## config.mk

```make
export PLATFORM = sky130hd
export DESIGN_NAME = mac_irq_mask_and_rx_crc_cfg
export DESIGN_NICKNAME = d
export VERILOG_FILES = /design/src/hdl/mac_irq_cfg_pkg.sv /design/src/hdl/mac_irq_bank.sv /design/src/hdl/rx_fcs_len_adjust.sv /design/src/hdl/mac_irq_mask_and_rx_crc_cfg.sv
export SDC_FILE = /design/constraint.sdc
export NUM_CORES = 1
export LEC_CHECK = 0
export ABC_AREA = 1
export BUFFER_PORTS_ARGS = -buffer_cell sky130_fd_sc_hd__buf_4
export CORE_MARGIN = 2
export CORE_UTILIZATION = 40
export DETAILED_ROUTE_END_ITERATION = 10
export PLACE_DENSITY = 0.67
export SYNTH_ARGS = -nofsm -noshare
export SYNTH_HDL_FRONTEND = slang
export SYNTH_HIERARCHICAL = 1
export SYNTH_SLANG_ARGS = --single-unit
```

## constraint.sdc

```tcl
create_clock -name aclk -period 2 [get_ports aclk]
set_clock_uncertainty 0.15 [all_clocks]
set_input_delay 0.5 -clock aclk [delete_from_list [all_inputs] [get_ports aclk]]
set_output_delay 0.5 -clock aclk [all_outputs]
set_load 0.01 [all_outputs]
```

## src/hdl/mac_irq_cfg_pkg.sv

```systemverilog
// constants for the mac interrupt mask and receive config register bank
package mac_irq_cfg_pkg;
   // ==========================================================
   // register byte offsets
   localparam logic [7:0] OFF_RAW_STATUS = 8'h00; // mac_irq_raw_status
   localparam logic [7:0] OFF_MASKED_STATUS = 8'h04; // mac_irq_masked_status
   localparam logic [7:0] OFF_MASK_ENABLE = 8'h08; // mac_irq_mask_enable
   localparam logic [7:0] OFF_MASK_DISABLE = 8'h0c; // mac_irq_mask_disable
   localparam logic [7:0] OFF_RX_CFG = 8'h10; // rx_filter_channel_config
   // ==========================================================
   // interrupt field positions
   localparam int IRQ_W = 2; // number of mac event sources
   localparam int HOST_ERR_BIT = 1; // host_error_pending
   localparam int COUNTER_BIT = 0; // counter_threshold_pending
   localparam logic [1:0] IRQ_RESET = 2'h0; // status and mask after reset
   // ==========================================================
   // receive config field positions
   localparam int KEEP_FCS_BIT = 30; // keep_rx_fcs
   localparam int QOS_BIT = 29; // rx_qos_on
   localparam int SINGLE_BUF_BIT = 28; // single_buffer_rx
   localparam int COPY_CTRL_BIT = 24; // copy_control_frames
   localparam int COPY_SHORT_BIT = 23; // copy_short_frames
   localparam int COPY_ERR_BIT = 22; // copy_error_frames
   localparam int COPY_ALL_BIT = 21; // copy_all_frames
   localparam int CATCHALL_LSB = 16; // catchall_channel_sel
   localparam int BCAST_EN_BIT = 13; // broadcast receive enable
   localparam int BCAST_LSB = 8; // bcast_channel_sel
   localparam int MCAST_EN_BIT = 5; // multicast receive enable
   localparam int MCAST_LSB = 0; // mcast_channel_sel
   localparam int CH_W = 3; // channel select width
   localparam logic [31:0] RX_CFG_WMASK = 32'h71e7_2727; // writable bits
   localparam logic [31:0] RX_CFG_RESET = 32'h0000_0000; // config after reset
   // ==========================================================
   // frame check sequence and bus answers
   localparam int FCS_BYTES = 4; // trailing fcs length in bytes
   localparam logic [1:0] RESP_OKAY = 2'h0; // axi okay
   localparam logic [1:0] RESP_SLVERR = 2'h2; // axi slave error
endpackage : mac_irq_cfg_pkg

```

## src/hdl/mac_irq_bank.sv

```systemverilog
// sticky mac event status, shared mask and level interrupt
`timescale 1ns/1ns
module mac_irq_bank (
   input wire logic aclk,
   input wire logic aresetn,
   input wire logic [1:0] event_in, // one-cycle event pulses
   input wire logic [1:0] raw_clr, // write-one-to-clear strobes
   input wire logic [1:0] mask_set, // enable strobes
   input wire logic [1:0] mask_clr, // disable strobes
   output logic [1:0] raw_r, // sticky raw status
   output logic [1:0] mask_r, // shared mask state
   output logic irq_r // level interrupt
);
   // ==========================================================
   // sticky status: an event in the clear cycle survives
   always_ff @(posedge aclk) begin
      if (!aresetn) begin
         raw_r <= mac_irq_cfg_pkg::IRQ_RESET;
      end else begin
         raw_r <= (raw_r & ~raw_clr) | event_in; // RULE1 RULE2
      end
   end

   // one mask state, set and cleared through two addresses
   always_ff @(posedge aclk) begin
      if (!aresetn) begin
         mask_r <= mac_irq_cfg_pkg::IRQ_RESET; // RULE13
      end else begin
         mask_r <= (mask_r | mask_set) & ~mask_clr; // RULE5 RULE6 RULE7 RULE8 RULE12
      end
   end

   // interrupt high while any unmasked status bit stands
   always_ff @(posedge aclk) begin
      if (!aresetn) begin
         irq_r <= 1'b0;
      end else begin
         irq_r <= |(raw_r & mask_r); // RULE12
      end
   end
endmodule : mac_irq_bank

```

## src/hdl/rx_fcs_len_adjust.sv

```systemverilog
// descriptor length and fcs store decision per received frame
`timescale 1ns/1ns
module rx_fcs_len_adjust #(
   parameter int LEN_W = 16
) (
   input wire logic aclk,
   input wire logic aresetn,
   input wire logic keep_fcs, // keep fcs in memory and length
   input wire logic frame_done, // frame length valid pulse
   input wire logic [LEN_W-1:0] frame_len, // bytes received incl fcs
   output logic [LEN_W-1:0] desc_len_r, // descriptor packet length
   output logic desc_valid_r, // pulse with desc_len_r
   output logic fcs_store_r // fcs bytes go to memory
);
   localparam logic [LEN_W-1:0] FCS_LEN = LEN_W'(mac_irq_cfg_pkg::FCS_BYTES);

   // ==========================================================
   // length seen by software, with or without the fcs
   always_ff @(posedge aclk) begin
      if (!aresetn) begin
         desc_len_r <= '0;
         desc_valid_r <= 1'b0;
         fcs_store_r <= 1'b0;
      end else begin
         desc_valid_r <= frame_done;
         if (frame_done) begin
            fcs_store_r <= keep_fcs; // RULE9 RULE10
            if (keep_fcs) begin
               desc_len_r <= frame_len; // RULE10
            end else if (frame_len >= FCS_LEN) begin
               desc_len_r <= frame_len - FCS_LEN; // RULE9
            end else begin
               desc_len_r <= '0; // runt shorter than the fcs
            end
         end
      end
   end
endmodule : rx_fcs_len_adjust

```

## src/hdl/mac_irq_mask_and_rx_crc_cfg.sv

```systemverilog
// axi4-lite register bank: mac interrupt status and mask, receive config
//
// Notes on behaviour
// RULE1 - raw status bit 1 shows host error
// RULE2 - raw status bit 0 shows counter pending
// RULE3 - masked bit 1 is host error and mask
// RULE4 - masked bit 0 is counter and mask
// RULE5 - enable write one bit 1 unmasks host
// RULE6 - enable write one bit 0 unmasks counter
// RULE7 - disable write one bit 1 masks host
// RULE8 - disable write one bit 0 masks counter
// RULE9 - fcs bit zero drops fcs from length
// RULE10 - fcs bit one keeps fcs, counts it
// RULE11 - config bit 29 turns receive qos on
// RULE12 - one mask shared, both addresses read it
// RULE13 - reserved read zero, config resets zero
//
// Added by the designer: the register addresses and the AXI4-Lite slave port.
`timescale 1ns/1ns
module mac_irq_mask_and_rx_crc_cfg #(
   parameter int ADDR_W = 8,
   parameter int LEN_W = 16
) (
   input wire logic aclk,
   input wire logic aresetn,
   input wire logic [ADDR_W-1:0] s_axil_awaddr,
   input wire logic s_axil_awvalid,
   output logic s_axil_awready,
   input wire logic [31:0] s_axil_wdata,
   input wire logic [3:0] s_axil_wstrb,
   input wire logic s_axil_wvalid,
   output logic s_axil_wready,
   output logic [1:0] s_axil_bresp,
   output logic s_axil_bvalid,
   input wire logic s_axil_bready,
   input wire logic [ADDR_W-1:0] s_axil_araddr,
   input wire logic s_axil_arvalid,
   output logic s_axil_arready,
   output logic [31:0] s_axil_rdata,
   output logic [1:0] s_axil_rresp,
   output logic s_axil_rvalid,
   input wire logic s_axil_rready,
   input wire logic host_error_pending, // host error event pulse
   input wire logic counter_threshold_pending, // statistics event pulse
   input wire logic rx_frame_done, // frame length valid pulse
   input wire logic [LEN_W-1:0] rx_frame_len, // bytes incl fcs
   output logic irq,
   output logic [LEN_W-1:0] rx_desc_len,
   output logic rx_desc_valid,
   output logic rx_fcs_store,
   output logic keep_rx_fcs,
   output logic rx_qos_on,
   output logic single_buffer_rx,
   output logic copy_control_frames,
   output logic copy_short_frames,
   output logic copy_error_frames,
   output logic copy_all_frames,
   output logic bcast_frames_on,
   output logic mcast_frames_on,
   output logic [2:0] catchall_channel_sel,
   output logic [2:0] bcast_channel_sel,
   output logic [2:0] mcast_channel_sel
);
   // ==========================================================
   // elaboration checks
   initial begin
      if (ADDR_W < 5) $error("ADDR_W must reach the config offset");
      if (LEN_W < 3) $error("LEN_W must hold the fcs length");
   end

   // ==========================================================
   // state
   logic awready_r; // low while an address waits
   logic wready_r; // low while data waits
   logic bvalid_r;
   logic [1:0] bresp_r;
   logic [ADDR_W-1:0] aw_addr_r; // held write address
   logic [31:0] w_data_r; // held write data
   logic [3:0] w_strb_r; // held byte strobes
   logic arready_r;
   logic rvalid_r;
   logic [1:0] rresp_r;
   logic [31:0] rdata_r;
   logic [31:0] cfg_r; // receive config register
   logic [1:0] raw_r; // from the interrupt bank
   logic [1:0] mask_r;
   logic irq_r;
   logic wr_do; // both halves held, write happens now
   logic [31:0] wr_eff; // write data under byte strobes
   logic [1:0] raw_clr;
   logic [1:0] mask_set;
   logic [1:0] mask_clr;

   // ==========================================================
   // helpers
   // compare a bus address against a register offset
   function automatic logic hit(input logic [ADDR_W-1:0] a, input logic [7:0] off);
      logic [ADDR_W-1:0] aligned;
      aligned = {a[ADDR_W-1:2], 2'h0};
      return aligned == ADDR_W'(off);
   endfunction : hit

   // expand byte strobes into a bit mask
   function automatic logic [31:0] lanes(input logic [3:0] strb);
      logic [31:0] m;
      m = '0;
      for (int i = 0; i < 4; i++) begin
         m[8*i +: 8] = {8{strb[i]}};
      end
      return m;
   endfunction : lanes

   // true for any mapped register
   function automatic logic mapped(input logic [ADDR_W-1:0] a);
      return hit(a, mac_irq_cfg_pkg::OFF_RAW_STATUS) | hit(a, mac_irq_cfg_pkg::OFF_MASKED_STATUS)
         | hit(a, mac_irq_cfg_pkg::OFF_MASK_ENABLE) | hit(a, mac_irq_cfg_pkg::OFF_MASK_DISABLE)
         | hit(a, mac_irq_cfg_pkg::OFF_RX_CFG);
   endfunction : mapped

   // ==========================================================
   // write decode
   always_comb begin
      wr_do = !awready_r && !wready_r && !bvalid_r;
      wr_eff = w_data_r & lanes(w_strb_r);
      raw_clr = '0;
      mask_set = '0;
      mask_clr = '0;
      if (wr_do && hit(aw_addr_r, mac_irq_cfg_pkg::OFF_RAW_STATUS)) begin
         raw_clr = wr_eff[1:0]; // write one clears a sticky bit
      end
      if (wr_do && hit(aw_addr_r, mac_irq_cfg_pkg::OFF_MASK_ENABLE)) begin
         mask_set = wr_eff[1:0]; // RULE5 RULE6
      end
      if (wr_do && hit(aw_addr_r, mac_irq_cfg_pkg::OFF_MASK_DISABLE)) begin
         mask_clr = wr_eff[1:0]; // RULE7 RULE8
      end
   end

   // ==========================================================
   // write address channel, taken independently of data
   always_ff @(posedge aclk) begin
      if (!aresetn) begin
         awready_r <= 1'b1;
         aw_addr_r <= '0;
      end else if (s_axil_awvalid && awready_r) begin
         awready_r <= 1'b0;
         aw_addr_r <= s_axil_awaddr;
      end else if (bvalid_r && s_axil_bready) begin
         awready_r <= 1'b1;
      end
   end

   // write data channel
   always_ff @(posedge aclk) begin
      if (!aresetn) begin
         wready_r <= 1'b1;
         w_data_r <= '0;
         w_strb_r <= '0;
      end else if (s_axil_wvalid && wready_r) begin
         wready_r <= 1'b0;
         w_data_r <= s_axil_wdata;
         w_strb_r <= s_axil_wstrb;
      end else if (bvalid_r && s_axil_bready) begin
         wready_r <= 1'b1;
      end
   end

   // write response one cycle after both halves are held
   always_ff @(posedge aclk) begin
      if (!aresetn) begin
         bvalid_r <= 1'b0;
         bresp_r <= mac_irq_cfg_pkg::RESP_OKAY;
      end else if (wr_do) begin
         bvalid_r <= 1'b1;
         bresp_r <= mapped(aw_addr_r) ? mac_irq_cfg_pkg::RESP_OKAY : mac_irq_cfg_pkg::RESP_SLVERR;
      end else if (s_axil_bready) begin
         bvalid_r <= 1'b0;
      end
   end

   // ==========================================================
   // receive config register, writable fields only
   always_ff @(posedge aclk) begin
      if (!aresetn) begin
         cfg_r <= mac_irq_cfg_pkg::RX_CFG_RESET; // RULE13
      end else if (wr_do && hit(aw_addr_r, mac_irq_cfg_pkg::OFF_RX_CFG)) begin
         // reserved bits stay zero
         cfg_r <= (cfg_r & ~(lanes(w_strb_r) & mac_irq_cfg_pkg::RX_CFG_WMASK))
            | (wr_eff & mac_irq_cfg_pkg::RX_CFG_WMASK); // RULE11 RULE13
      end
   end

   // ==========================================================
   // read channel, data one cycle after the address is taken
   always_ff @(posedge aclk) begin
      if (!aresetn) begin
         arready_r <= 1'b1;
         rvalid_r <= 1'b0;
         rresp_r <= mac_irq_cfg_pkg::RESP_OKAY;
         rdata_r <= '0;
      end else if (s_axil_arvalid && arready_r) begin
         arready_r <= 1'b0;
         rvalid_r <= 1'b1;
         rresp_r <= mapped(s_axil_araddr) ? mac_irq_cfg_pkg::RESP_OKAY : mac_irq_cfg_pkg::RESP_SLVERR;
         rdata_r <= '0; // reserved and unmapped read zero
         if (hit(s_axil_araddr, mac_irq_cfg_pkg::OFF_RAW_STATUS)) begin
            rdata_r[1:0] <= raw_r; // RULE1 RULE2
         end else if (hit(s_axil_araddr, mac_irq_cfg_pkg::OFF_MASKED_STATUS)) begin
            rdata_r[1:0] <= raw_r & mask_r; // RULE3 RULE4 RULE12
         end else if (hit(s_axil_araddr, mac_irq_cfg_pkg::OFF_MASK_ENABLE)
            || hit(s_axil_araddr, mac_irq_cfg_pkg::OFF_MASK_DISABLE)) begin
            rdata_r[1:0] <= mask_r; // RULE12
         end else if (hit(s_axil_araddr, mac_irq_cfg_pkg::OFF_RX_CFG)) begin
            rdata_r <= cfg_r; // RULE13
         end
      end else if (rvalid_r && s_axil_rready) begin
         rvalid_r <= 1'b0;
         arready_r <= 1'b1;
      end
   end

   // ==========================================================
   // submodules
   // sticky status, mask and interrupt level
   mac_irq_bank u_irq (
      .aclk(aclk),
      .aresetn(aresetn),
      .event_in({host_error_pending, counter_threshold_pending}),
      .raw_clr(raw_clr),
      .mask_set(mask_set),
      .mask_clr(mask_clr),
      .raw_r(raw_r),
      .mask_r(mask_r),
      .irq_r(irq_r)
   );

   // fcs handling of descriptor length
   rx_fcs_len_adjust #(
      .LEN_W(LEN_W)
   ) u_fcs (
      .aclk(aclk),
      .aresetn(aresetn),
      .keep_fcs(cfg_r[mac_irq_cfg_pkg::KEEP_FCS_BIT]),
      .frame_done(rx_frame_done),
      .frame_len(rx_frame_len),
      .desc_len_r(rx_desc_len),
      .desc_valid_r(rx_desc_valid),
      .fcs_store_r(rx_fcs_store)
   );

   // ==========================================================
   // outputs, all from flops
   assign s_axil_awready = awready_r;
   assign s_axil_wready = wready_r;
   assign s_axil_bvalid = bvalid_r;
   assign s_axil_bresp = bresp_r;
   assign s_axil_arready = arready_r;
   assign s_axil_rvalid = rvalid_r;
   assign s_axil_rresp = rresp_r;
   assign s_axil_rdata = rdata_r;
   assign irq = irq_r;
   assign keep_rx_fcs = cfg_r[mac_irq_cfg_pkg::KEEP_FCS_BIT];
   assign rx_qos_on = cfg_r[mac_irq_cfg_pkg::QOS_BIT];
   assign single_buffer_rx = cfg_r[mac_irq_cfg_pkg::SINGLE_BUF_BIT];
   assign copy_control_frames = cfg_r[mac_irq_cfg_pkg::COPY_CTRL_BIT];
   assign copy_short_frames = cfg_r[mac_irq_cfg_pkg::COPY_SHORT_BIT];
   assign copy_error_frames = cfg_r[mac_irq_cfg_pkg::COPY_ERR_BIT];
   assign copy_all_frames = cfg_r[mac_irq_cfg_pkg::COPY_ALL_BIT];
   assign bcast_frames_on = cfg_r[mac_irq_cfg_pkg::BCAST_EN_BIT];
   assign mcast_frames_on = cfg_r[mac_irq_cfg_pkg::MCAST_EN_BIT];
   assign catchall_channel_sel = cfg_r[mac_irq_cfg_pkg::CATCHALL_LSB +: mac_irq_cfg_pkg::CH_W];
   assign bcast_channel_sel = cfg_r[mac_irq_cfg_pkg::BCAST_LSB +: mac_irq_cfg_pkg::CH_W];
   assign mcast_channel_sel = cfg_r[mac_irq_cfg_pkg::MCAST_LSB +: mac_irq_cfg_pkg::CH_W];

   // ==========================================================
   // assertions
   a_raw_host_set: assert property ( // RULE1
      @(posedge aclk) disable iff (!aresetn)
      host_error_pending |=> raw_r[1] ##1 (raw_r[1] || $past(raw_clr[1])))
      else $error("host error event not held in raw status");

   a_raw_counter_set: assert property ( // RULE2
      @(posedge aclk) disable iff (!aresetn)
      counter_threshold_pending |=> raw_r[0])
      else $error("counter event not shown in raw status");

   a_masked_host_read: assert property ( // RULE3
      @(posedge aclk) disable iff (!aresetn)
      (s_axil_arvalid && arready_r && hit(s_axil_araddr, mac_irq_cfg_pkg::OFF_MASKED_STATUS))
      |=> s_axil_rvalid && (s_axil_rdata[1] == ($past(raw_r[1]) && $past(mask_r[1]))))
      else $error("masked host error read wrong");

   a_masked_counter_read: assert property ( // RULE4
      @(posedge aclk) disable iff (!aresetn)
      (s_axil_arvalid && arready_r && hit(s_axil_araddr, mac_irq_cfg_pkg::OFF_MASKED_STATUS))
      |=> (s_axil_rdata[0] == ($past(raw_r[0]) && $past(mask_r[0]))))
      else $error("masked counter read wrong");

   a_mask_set_host: assert property ( // RULE5
      @(posedge aclk) disable iff (!aresetn)
      (wr_do && hit(aw_addr_r, mac_irq_cfg_pkg::OFF_MASK_ENABLE))
      |=> mask_r[1] == ($past(mask_r[1]) || $past(wr_eff[1])))
      else $error("host mask enable write wrong");

   a_mask_set_counter: assert property ( // RULE6
      @(posedge aclk) disable iff (!aresetn)
      (wr_do && hit(aw_addr_r, mac_irq_cfg_pkg::OFF_MASK_ENABLE) && wr_eff[0]) |=> mask_r[0] && bvalid_r)
      else $error("counter mask enable write lost");

   a_mask_clr_host: assert property ( // RULE7
      @(posedge aclk) disable iff (!aresetn)
      (wr_do && hit(aw_addr_r, mac_irq_cfg_pkg::OFF_MASK_DISABLE))
      |=> mask_r[1] == ($past(mask_r[1]) && !$past(wr_eff[1])))
      else $error("host mask disable write wrong");

   a_mask_clr_counter: assert property ( // RULE8
      @(posedge aclk) disable iff (!aresetn)
      (wr_do && hit(aw_addr_r, mac_irq_cfg_pkg::OFF_MASK_DISABLE))
      |=> mask_r[0] == ($past(mask_r[0]) && !$past(wr_eff[0])))
      else $error("counter mask disable write wrong");

   a_fcs_dropped: assert property ( // RULE9
      @(posedge aclk) disable iff (!aresetn)
      (rx_frame_done && !keep_rx_fcs && rx_frame_len >= LEN_W'(mac_irq_cfg_pkg::FCS_BYTES))
      |=> rx_desc_valid && !rx_fcs_store
         && rx_desc_len == $past(rx_frame_len) - LEN_W'(mac_irq_cfg_pkg::FCS_BYTES))
      else $error("fcs not removed from length");

   a_fcs_kept: assert property ( // RULE10
      @(posedge aclk) disable iff (!aresetn)
      (rx_frame_done && keep_rx_fcs) |=> rx_fcs_store && rx_desc_len == $past(rx_frame_len))
      else $error("fcs not kept in length");

   a_qos_write: assert property ( // RULE11
      @(posedge aclk) disable iff (!aresetn)
      (wr_do && hit(aw_addr_r, mac_irq_cfg_pkg::OFF_RX_CFG) && w_strb_r[3])
      |=> rx_qos_on == $past(w_data_r[29]))
      else $error("qos enable not written");

   a_irq_level: assert property ( // RULE12
      @(posedge aclk) disable iff (!aresetn)
      irq == $past(|(raw_r & mask_r)))
      else $error("interrupt level does not follow unmasked status");

   a_cfg_reserved: assert property ( // RULE13
      @(posedge aclk) disable iff (!aresetn)
      (s_axil_arvalid && arready_r && hit(s_axil_araddr, mac_irq_cfg_pkg::OFF_RX_CFG))
      |=> (s_axil_rdata & ~mac_irq_cfg_pkg::RX_CFG_WMASK) == 32'h0000_0000)
      else $error("reserved config bits read nonzero");
endmodule : mac_irq_mask_and_rx_crc_cfg

```

==> Word-level counts from Yosys, hierarchy flattened <==
Cells that the tools add are included.
{ "word_totals": {"reg_bits": 139, "inputBits": 78, "output_inout_bits": 78, "wordCells": 92} }
{ "op_classes": {"n_addsub": 1, "n_lt_le_gt_ge": 1, "eq_ne": 8, "muxes": 23, "bitwise": 19, "n_reduce_logical": 22} }
{ "op_table": {"columns": ["op", "count"], "rows": [
  ["$mux W30", 3],
  ["$and A32 B32 Y32", 1],
  ["$mux W16", 2],
  ["$mux W32", 1],
  ["$not A31 Y32", 1],
  ["$or A32 B31 Y32", 1],
  ["$and A31 B31 Y31", 1],
  ["$eq A6 B2 Y1 const B", 4],
  ["$ge A16 B3 Y1 const B", 1],
  ["$mux W2", 8],
  ["$sub A16 B3 Y16 const B", 1],
  ["$eq A6 B1 Y1 const B", 2],
  ["$eq A6 B3 Y1 const B", 2],
  ["$logic_not A6 Y1", 2],
  ["$logic_and A1 B1 Y1", 11],
  ["$mux W1", 9],
  ["$or A1 B1 Y1", 8],
  ["$reduce_bool A2 Y1", 4],
  ["$and A2 B2 Y2", 3],
  ["$not A2 Y2", 2],
  ["$or A2 B2 Y2", 2],
  ["$logic_not A1 Y1", 3],
  ["$reduce_or A2 Y1", 1],
  ["$logic_or A1 B1 Y1", 1]
]} }

==> Depth between registers and ports, before layout <==
Gate-level depths: netlist of run 1.
{ "logic_depth": {"ltp_word": 8, "ltp_mapped": 10, "depth_no_buf": 10} }

==> By module <==
Netlist of run 1, hierarchy kept.
{ "modules_own_cells": {"columns": ["mod", "instances", "cells_per_inst", "area_per_inst_um2", "seq_area_each_um2"], "rows": [
  ["mac_irq_mask_and_rx_crc_cfg", 1, 461, 3229.3, 1421.4],
  ["rx_fcs_len_adjust", 1, 182, 1116.1, 360.3],
  ["mac_irq_bank", 1, 21, 176.4, 100.1]
]} }

==> Least setup slack after synthesis of run 1 <==
OpenSTA, ideal clock, no wires.
{ "synth_path": {"path_type": "in2reg", "startpoint": "input port rx_frame_len[2]", "endpoint": "register u_fcs.desc_len_r[9]", "setup_ns": 0.117, "arrival_ns": 1.414, "required_time_ns": 1.733, "setup_slack_ns": 0.319, "cell_stages": 9, "n_path_buf": 0, "cell_sequence": "inv_1 > ha_1 > nand2_2 > nor2_4 > nand3_2 > nand2_4 > nor2_1 > nor2_1 > nor2_1"} }
{ "synth_between": {"elab_chain_cells": 3, "word_cells_on_any_way": 4, "cone_classes": "1 x add/sub; 1 x order compare; 2 x mux"} }
{ "synth_lines": {"columns": ["item", "line_no", "text"], "rows": [
  ["start: declaration", "mac_irq_mask_and_rx_crc_cfg.sv:46", "input wire logic [LEN_W-1:0] rx_frame_len,"],
  ["$sub A16 B3 Y16 or $ge A16 B3 Y1 (tied branches)", "rx_fcs_len_adjust.sv:31, rx_fcs_len_adjust.sv:30", null],
  ["$mux W16 (*)", "rx_fcs_len_adjust.sv:30", "end else if (frame_len >= FCS_LEN) begin"],
  ["$mux W16 (*)", "rx_fcs_len_adjust.sv:28", "if (keep_fcs) begin"],
  ["end signal: assignment", "rx_fcs_len_adjust.sv:29", "desc_len_r <= frame_len;"],
  ["end signal: assignment", "rx_fcs_len_adjust.sv:31", "desc_len_r <= frame_len - FCS_LEN;"],
  ["end: declaration", "rx_fcs_len_adjust.sv:11", "output logic [LEN_W-1:0] desc_len_r,"]
]} }
Mark *: on every way between the ends. The rest lies on a longest branch, timed or not.
A chain may end at the register's enable or synchronous reset.

==> metrics.cfg, run 1 <==
[setup_path]
required_ns=1.35
reg2reg_depth=7
cp_top_family=flip-flops
r2r_slack_ns=0.40
path_cells=buf_4 -> buf_4
path_depth=2
endpoint=keep_rx_fcs
worstPathMaxFanout=4
rr_startpoint=s_axil_bvalid
slowest_stage=dfxtp_1
worst_setup_path_end_kind=output pin
rr_endpoint=u_irq/mask_r[0]
path_buf_inv=2
arrival_ns=0.95
start_kind=flop
max_stage_delay_ns=0.31
path_class=reg -> out
cp_common_cell=buf_4

[sta]
final_max_slew_viol_count=0
fmax_mhz=624
finalHoldWorstSlack_ns=0.259
fin_crit_ns=1.60
max_slew_margin=0.540
hold_viol_final=0
min_period_over_period=0.801
setup-violations-final=0
worst_pin_slew_ns=0.689
setup_tns_ns=0
rsz0062_at_grt=no
worst_slack_ns=0.397

[synth]
synthAdderAreaFrac=0.00553
synth_area_leaders=dfxtp_1 (42%), nand2_1 (11%), nor2_1 (9.0%), inv_1 (8.6%), a21oi_1 (5.9%)
postSynthAreaPerCell_um2=6.81
synth_ff_type=dfxtp_1
synth_area_leader_cell=dfxtp_1
synth_compound_area_frac=0.101
synth_xor_area_frac=0.00775
synth-async-reset-ratio=0
synth_edf_count=0
synth_top_cell_area_share=0.416
synth_top_family_by_area=simple AND/OR/NAND/NOR gates
yosys.area_share.simple=0.316
synth_commonest_cells=nand2_1 (130), nor2_1 (109), inv_1 (103)
syn_area_um2=4520
synth-seq-cells=94
seq_area_frac_synth=0.416
yosysWarnings=6
synthCells=664
yosysMostFrequentCell=nand2_1
synthMuxAreaShare=0
ys_types=30

[hold_path]
worstHoldStart=s_axil_wstrb[1]
worstHoldPathType=in -> reg

[grt]
antenna_found_initial=0
grt_pass1_wl_um=17700
first_global_vias=3781
gr-total-overflow=0
grt_usage=0.187
grt_max_degree=43

[power_and_ir_drop]
power_density_nw_per_um2=755
peakVddDrop_mv=0.352
p_leak_nw=2.71

[floorplanning]
die_area_um2=12200
num_rows=38
core_um2=10900
pin_count=156
die_y_um=110
dieWidth_um=110
initial_core_util=0.414

[final_layout]
diodes=0
drive_gt1_frac=0.215
num-fill-cells=1090
flow.area_growth_from_synthesis_pct=27.8
register_area_um2=1880
layout.nets=857
multi_input_area_um2=2010

[route]
wire_per_inst_um=11.8
dr.pass1.iters=4
vias=4178
ant_nets=0
wirelength_um=10800
drtIter0Drc=222
drc=0
drt-vias-per-instance=4.53

[clock_network]
cts_setup_buffers=0
clkSinkCount=94
clock_latency_ns=0.34
cts.repair.resized=0
cts_tree=done
path_clk_slew_ns=0.06
clock_path_buffers=2
cts.hold.buffers_added=0
h-tree-depth=3
numCtsBuffers=9
root_buffer=clkbuf_16

[placed_design]
hpwl_um=8460
port_buffers=121
gp_congestion=0.760
dp_slack_ns=0.0976

[job]
drv_cap=0

[status]
status=finished, final reports clean

[logic make-up (layout without fill, tap and decap cells)]
family	count (synthesis)	in the layout
AOI/OAI and AO/OA	91	91
xor gates and xnor gates	4	4
adders and majority gates	2	2
buffers and inverters	151	254
DFF	94	94
other	1	16
and+or+nand+nor	321	321
[layout make-up]
type                    instances  area share
clock inverters                 5      0.0143
clock buffers                  11      0.0403
multi-input cells             434       0.347
inverters                     107      0.0699
well taps                     140      0.0303
flip-flops and latches         94       0.326
repair buffers                131       0.172
[report_power, final]
group	switching, mW	internal (mW)
clock network	0.717	1.10
registers	0.0509	1.96
logic	0.314	0.224
[routing by layer]
metal,vias up,track usage,wire length (µm)
met5,-,0,0
met4,0,0.0723,177
met3,12,0.0317,626
met2,121,0.290,4840
met1,1793,0.258,5200
li1,2252,-,-
[how the worst min path moves through the flow]
stage	depth (start not counted)	end	slack [ns]
2_1_floorplan	2	aw_addr_r[5]	0.28
3_3_place_gp	2	w_data_r[2]	0.29
3_5_place_dp	2	aw_addr_r[5]	0.30
4_1_cts	4	s_axil_rvalid	0.25
5_1_grt	4	s_axil_rvalid	0.26
6_report	3	w_strb_r[1]	0.26
[worst register-to-register path: cells and delay by family (launching register included)]
family	cells	cell delay, ns
AND/OR/NAND/NOR	7	1.04
flip-flops	1	0.34
[stage by stage]
stage / total power, mW / cell area, µm² / util / cells
final: 4.36 / 5780 / 0.528 / 922
after global routing: 4.58 / 5780 / 0.528 / 922
after CTS: 4.42 / 5780 / 0.528 / 922
after detailed placement: 2.59 / 5460 / 0.500 / 906
after global placement: 2.57 / 5460 / 0.500 / 906
after floorplan: 2.39 / 4580 / - / 679
[cells in the final DEF (no fill, tap or decap), types with 3 or more instances in the layout]
cell       netlist  layout
nor2_1         109     109
dfxtp_1         94      94
nand3_1         35      35
nand4_1         23      23
nor3_1           3       3
conb_1           1      16
o21ai_0         37      37
inv_2            3       3
clkbuf_16        0       9
inv_1          103     103
nor2_2           6       6
a21oi_1         53      53
nand2_1        130     130
buf_4           19     130
Power figures use the tool's default switching activity.
==> run 2, diff against run 1 <==
Settings changed: ABC_AREA 1 to 0, PLACE_DENSITY 0.67 to 0.68.
Clock period 2 ns to 1.6 ns, I/O delays scaled along.
==> metrics.cfg, run 2 <==
[status]
status=finished, violations left  ; was finished, final reports clean
violations=negative setup slack

[synth]
synth_edf_count=0  ; unchanged
synth_xor_area_frac=0.0246  ; was 0.00775
seq_area_frac_synth=0.441  ; was 0.416
synthCells=485  ; was 664
synthAdderAreaFrac=0.00587  ; was 0.00553
synth_ff_type=dfxtp_1  ; unchanged
synth_top_family_by_area=simple AND/OR/NAND/NOR gates  ; unchanged
yosysWarnings=6  ; unchanged
postSynthAreaPerCell_um2=8.79  ; was 6.81 µm²
synth_top_cell_area_share=0.441  ; was 0.416
synth_area_leaders=dfxtp_1 (44%), nand2_1 (11%), a21boi_0 (6.3%), mux2i_1 (4.5%), buf_4 (3.2%)  ; was dfxtp_1 (42%), nand2_1 (11%), nor2_1 (9.0%), inv_1 (8.6%), a21oi_1 (5.9%)
yosys.area_share.simple=0.278  ; was 0.316
syn_area_um2=4260  ; was 4520 µm²
synth_compound_area_frac=0.142  ; was 0.101
synth_commonest_cells=nand2_1 (123), dfxtp_1 (94), a21boi_0 (36)  ; was nand2_1 (130), nor2_1 (109), inv_1 (103)
synthMuxAreaShare=0.0446  ; was 0
synth-seq-cells=94  ; unchanged
ys_types=50  ; was 30
yosysMostFrequentCell=nand2_1  ; unchanged
synth-async-reset-ratio=0  ; unchanged
synth_area_leader_cell=dfxtp_1  ; unchanged

[floorplanning]
pin_count=156  ; unchanged
die_y_um=107  ; was 110 µm
num_rows=37  ; was 38
core_um2=10300  ; was 10900 µm²
dieWidth_um=107  ; was 110 µm
die_area_um2=11500  ; was 12200 µm²
initial_core_util=0.413  ; was 0.414

[route]
wl_met2_um=5230  ; was 4840 µm
wire_per_inst_um=14.1  ; was 11.8 µm
drtIter0Drc=196  ; was 222
met1_length_um=5000  ; was 5200 µm
drc=0  ; unchanged
dr.pass1.iters=5  ; was 4
drt-vias-per-instance=5.01  ; was 4.53
wirelength_um=11000  ; was 10800 µm
vias=3908  ; was 4178
ant_nets=0  ; unchanged
routed.top_layer=met4  ; unchanged
dr_wl_met3_um=600  ; was 626 µm

[grt]
antenna_found_initial=0  ; unchanged
gr-total-overflow=0  ; unchanged
grt_pass1_wl_um=17800  ; was 17700 µm
grt_usage=0.191  ; was 0.187
grt_max_degree=50  ; was 43
first_global_vias=3785  ; was 3781

[placed_design]
gp_congestion=0.867  ; was 0.760
hpwl_um=8210  ; was 8460 µm
dp_cells=755  ; was 906
port_buffers=121  ; unchanged

[clock_network]
root_buffer=clkbuf_8  ; was clkbuf_16
h-tree-depth=3  ; unchanged
cts_tree=done  ; unchanged
clock_latency_ns=0.35  ; was 0.34 ns
clock_path_buffers=2  ; unchanged
numCtsBuffers=9  ; unchanged
clkSinkCount=94  ; unchanged
path_clk_slew_ns=0.09  ; was 0.06 ns

[sta]
hold_viol_final=0  ; unchanged
final_max_slew_viol_count=0  ; unchanged
fmax_mhz=465
min_period_over_period=1.34
rsz0062_at_grt=yes  ; was no
fin_crit_ns=2.15
setup-violations-final=17  ; was 0
worst_slack_ns=-0.549  ; was 0.397 ns

[setup_path]
worst_setup_path_end_kind=flop  ; was output pin
cp_top_family=simple AND/OR/NAND/NOR gates  ; was flip-flops
slowest_stage=or4_4  ; was dfxtp_1
worstPathMaxFanout=3  ; was 4
path_class=in -> reg  ; was reg -> out
start_kind=input port  ; was flop
max_stage_delay_ns=0.56  ; was 0.31 ns
reg2reg_depth=5  ; was 7
path_buf_inv=2  ; unchanged
rr_endpoint=u_fcs/desc_len_r[13]  ; was u_irq/mask_r[0]
r2r_slack_ns=-0.45  ; was 0.40 ns
path_cells=buf_6 -> inv_12 -> ha_4 -> or4b_4 -> or4_4 -> o31ai_4 -> o22ai_1 -> and2_1  ; was buf_4 -> buf_4
arrival_ns=2.25  ; was 0.95 ns
required_ns=1.70  ; was 1.35 ns

[final_layout]
layout.nets=719  ; was 857
diodes=0  ; unchanged
layout_common_cells=buf_4 (162), nand2_1 (122), dfxtp_1 (92)  ; was nand2_1 (130), buf_4 (130), nor2_1 (109)
num-fill-cells=926  ; was 1090
multi_input_area_um2=2280  ; was 2010 µm²
final_common_cell=buf_4
flow.area_growth_from_synthesis_pct=40.7  ; was 27.8%
layoutNonFillerInstCount=780  ; was 922
register_area_um2=1880  ; about the same
drive_gt1_frac=0.360  ; was 0.215

[hold_path]
hold_depth=2  ; was 3
worstHoldPathType=in -> reg  ; unchanged
worstHoldStart=host_error_pending  ; was s_axil_wstrb[1]
worst_hold_path.endpoint=u_irq/raw_r[1]  ; was w_strb_r[1]

[power_and_ir_drop]
clockPowerShare=0.357  ; was 0.417
swShare=0.260  ; was 0.248
p_leak_nw=2.55  ; was 2.71 nW
total_power_mw=5.00  ; was 4.36 mW
internal_power_mw=3.70  ; was 3.28 mW
power_frac_seq=0.499  ; was 0.460
power.share.combinational=0.144  ; was 0.123
switching_power_mw=1.30  ; was 1.08 mW
power_density_nw_per_um2=833  ; was 755 nW/µm²
peakVddDrop_mv=0.477  ; was 0.352 mV

[job]
drv_cap=0  ; unchanged

run 2: repair_timing:
item / in CTS / in global routing
endpoints found under the setup margin: 17 / 19
pin swaps: 16 / 6
hold endpoints to repair: 0 / 0
setup buffers: 4 / 5
hold buffers: 0 / 0
gates resized for setup: 25 / 18
run 2: power groups by stage:
| stage | Combinational [mW] | Sequential (mW) | Clock (mW) |
|---|---|---|---|
| global placement | 0.671 | 2.54 | 0 |
| finish | 0.718 | 2.50 | 1.79 |
| CTS | 0.701 | 2.49 | 1.82 |
| global route | 0.790 | 2.51 | 1.93 |
| detailed placement | 0.686 | 2.55 | 0 |
| floorplan | 0.339 | 2.55 | 0 |
run 2: layout make-up:
type | count | share of cell area
tap | 136 | 0.0284
clock buffer | 9 | 0.0206
inverter | 5 | 0.00563
timing repair buffer | 174 | 0.234
sequential | 94 | 0.314
multi-input combinational | 355 | 0.380
clock inverter | 7 | 0.0171
run 2: how the worst max path moves through the flow:
stage | from | endpoint | slack, ns | depth (start not counted)
after floorplan | rx_frame_len[3] | u_fcs/desc_len_r[11] | -0.83 | 7
after global placement | rx_frame_len[3] | u_fcs/desc_len_r[7] | -0.98 | 8
after detailed placement | rx_frame_len[3] | u_fcs/desc_len_r[5] | -1.02 | 8
after CTS | rx_frame_len[2] | u_fcs/desc_len_r[11] | -0.48 | 8
after global routing | rx_frame_len[2] | u_fcs/desc_len_r[11] | -0.57 | 8
final | rx_frame_len[3] | u_fcs/desc_len_r[11] | -0.55 | 8
run 2: kinds of logic (layout without fill, tap and decap cells):
| kind of cell | count (synthesis) | count (layout) |
|---|---|---|
| buffers and inverters | 51 | 195 |
| adders and majority gates | 2 | 2 |
| DFF | 94 | 94 |
| AOI/OAI and AO/OA | 89 | 89 |
| xor gates and xnor gates | 12 | 12 |
| and+or+nand+nor | 217 | 217 |
| muxes | 19 | 19 |
| other | 1 | 16 |
run 2: per-layer routing:
| layer | global-route usage | vias to the layer above |
|---|---|---|
| met5 | 0 | - |
| met4 | 0.0640 | 0 |
| met3 | 0.0266 | 16 |
| met2 | 0.322 | 131 |
| met1 | 0.252 | 1825 |
| li1 | - | 1936 |
run 2: metrics by stage:
| step | setup TNS (ns) | area (µm²) | worst slack, ns | util | hold slack (ns) |
|---|---|---|---|---|---|
| floorplan | -10.36 | 4350 | -0.832 | - | 0.285 |
| global placement | -14.17 | 5570 | -0.985 | 0.540 | 0.295 |
| detailed placement | -14.59 | 5570 | -1.02 | 0.540 | 0.296 |
| CTS | -7.07 | 5880 | -0.479 | 0.570 | 0.0925 |
| global route | -8.22 | 6000 | -0.574 | 0.581 | 0.0958 |
| finish | -7.71 | 6000 | -0.549 | 0.581 | 0.0998 |
==> run 3, diff against run 2 <==
Clock period 1.6 ns to 2.1 ns, I/O delays scaled along.
==> metrics.cfg, run 3 (synthesized netlist as in run 2, its figures left out) <==
[status]
status=finished, violations left  ; unchanged
violations=negative setup slack  ; unchanged

[floorplanning]
die_area_um2=11500  ; unchanged
die_y_um=107  ; unchanged
dieWidth_um=107  ; unchanged
initial_core_util=0.413  ; unchanged
pin_count=156  ; unchanged
core_um2=10300  ; unchanged
num_rows=37  ; unchanged

[power_and_ir_drop]
clockPowerShare=0.354  ; was 0.357
power_frac_seq=0.511  ; was 0.499
swShare=0.254  ; was 0.260
switching_power_uw=946  ; was 1.30 mW
power_density_nw_per_um2=648  ; was 833 nW/µm²
p_leak_nw=2.43  ; was 2.55 nW
peakVddDrop_mv=0.297  ; was 0.477 mV
internal_power_mw=2.78  ; was 3.70 mW
power.share.combinational=0.135  ; was 0.144
total_power_mw=3.72  ; was 5.00 mW

[hold_path]
worstHoldPathType=in -> reg  ; unchanged
worstHoldStart=counter_threshold_pending  ; was host_error_pending

[placed_design]
gp_congestion=0.878  ; was 0.867
hpwl_um=8010  ; was 8210 µm
dp_cells=744  ; was 755
dp_slack_ns=-0.634  ; was -1.02 ns
port_buffers=121  ; unchanged

[setup_path]
path_class=in -> reg  ; unchanged
arrival_ns=2.33  ; was 2.25 ns
endpoint=u_fcs/desc_len_r[11]  ; unchanged
worst_setup_path_end_kind=flop  ; unchanged
reg2reg_depth=5  ; unchanged
required_ns=2.20  ; was 1.70 ns
start_kind=input port  ; unchanged
r2r_slack_ns=0.01  ; was -0.45 ns
worstPathMaxFanout=3  ; unchanged
slowest_stage=or4_4  ; unchanged
rr_endpoint=u_fcs/desc_len_r[15]  ; was u_fcs/desc_len_r[13]
max_stage_delay_ns=0.56  ; about the same
crit_path_start=rx_frame_len[3]  ; unchanged
path_cells=buf_12 -> inv_12 -> ha_4 -> or4b_4 -> or4_4 -> o31ai_4 -> o22ai_1 -> and2_1  ; was buf_6 -> inv_12 -> ha_4 -> or4b_4 -> or4_4 -> o31ai_4 -> o22ai_1 -> and2_1

[sta]
worst_pin_slew_ns=0.495
max_slew_margin=0.667
min_period_over_period=1.06
setup-violations-final=14  ; was 17
rsz0062_at_grt=yes  ; unchanged
fin_crit_ns=2.23
hold_viol_final=0  ; unchanged
final_max_slew_viol_count=0  ; unchanged
fmax_mhz=449
finalHoldWorstSlack_ns=0.236  ; was 0.0998 ns
worst_slack_ns=-0.127  ; was -0.549 ns

[final_layout]
flow.area_growth_from_synthesis_pct=34.7  ; was 40.7%
layout.nets=702  ; was 719
final_common_cell=buf_4  ; unchanged
layout_common_cells=buf_4 (151), nand2_1 (123), dfxtp_1 (94)  ; was buf_4 (162), nand2_1 (122), dfxtp_1 (92)
layoutNonFillerInstCount=762  ; was 780
fin_util=0.556  ; was 0.581
diodes=0  ; unchanged
drive_gt1_frac=0.321  ; was 0.360

[route]
drt-vias-per-instance=4.96  ; was 5.01
drc=0  ; unchanged
dr.pass1.iters=4  ; was 5
ant_nets=0  ; unchanged
wire_per_inst_um=13.9  ; was 14.1 µm
wirelength_um=10600  ; was 11000 µm
drtIter0Drc=149  ; was 196
vias=3782  ; was 3908

[clock_network]
path_clk_slew_ns=0.09  ; about the same
cts_tree=done  ; unchanged
h-tree-depth=3  ; unchanged
cts.hold.buffers_added=0  ; unchanged
root_buffer=clkbuf_8  ; unchanged
clock_latency_ns=0.36  ; was 0.35 ns
numCtsBuffers=9  ; unchanged
clock_path_buffers=2  ; unchanged
clkSinkCount=94  ; unchanged

[grt]
gr-total-overflow=0  ; unchanged
first_global_vias=3652  ; was 3785
grt_usage=0.185  ; was 0.191
grt_max_degree=51  ; was 50
grt_pass1_wl_um=17100  ; was 17800 µm
antenna_found_initial=0  ; unchanged

[job]
drv_cap=0  ; unchanged

[run 3: cell types whose count changed in the layout (fill, tap and decap cells not counted), sizes merged]
cell and change:
inv -1, buf -17
[run 3: layout make-up]
class / count / area (µm²)
fillers: 936 / 4580
multi-input cells: 355 / 2220
flip-flops and latches: 94 / 1880
repair buffers: 157 / 1220
well taps: 136 / 170
clock buffers: 9 / 124
clock inverters: 6 / 93.8
inverters: 5 / 33.8
[run 3: worst max-delay path, delay by kind of cell]
kind,cells,cell delay [ns]
and+or+nand+nor,3,1.18
adders and majority gates,1,0.11
AOI/OAI and AO/OA,2,0.36
buffers and inverters,2,0.15
[run 3: worst min path at each step]
stage,end,cells past startpoint
3_5_place_dp,flop,2
2_1_floorplan,flop,2
3_3_place_gp,flop,2
4_1_cts,u_irq/raw_r[0],2
6_report,u_irq/raw_r[0],2
5_1_grt,u_irq/raw_r[1],2
[run 3: power by group through the flow]
stage,combinational [mW],sequential (mW),clock (mW)
final,0.501,1.90,1.32
after global routing,0.553,1.91,1.43
after CTS,0.499,1.90,1.36
after detailed placement,0.487,1.95,0
after global placement,0.479,1.94,0
after floorplan,0.259,1.94,0
[run 3: repair_timing]
| item | in CTS | in global routing |
|---|---|---|
| setup endpoints to repair | 15 | 16 |
| pin swaps | 14 | 3 |
| setup buffers | 2 | 1 |
| endpoints found under the hold margin | 0 | 0 |
| cloned | 0 | 0 |
| resized for setup | 20 | 6 |
[run 3: stage by stage]
stage          setup TNS [ns]  cell area, µm²
2_1_floorplan           -4.39            4350
6_report                -1.42            5740
5_1_grt                 -2.07            5740
4_1_cts                -0.860            5710
3_5_place_dp            -8.78            5440
3_3_place_gp            -8.21            5440
[run 3: per-layer routing]
metal  part of all wire  vias up  global-route usage
met5                  0        -                   0
met4             0.0092        0              0.0622
li1                   -     1910                   -
met2               0.47      130               0.307
met3              0.067       10              0.0309
met1               0.46     1732               0.245
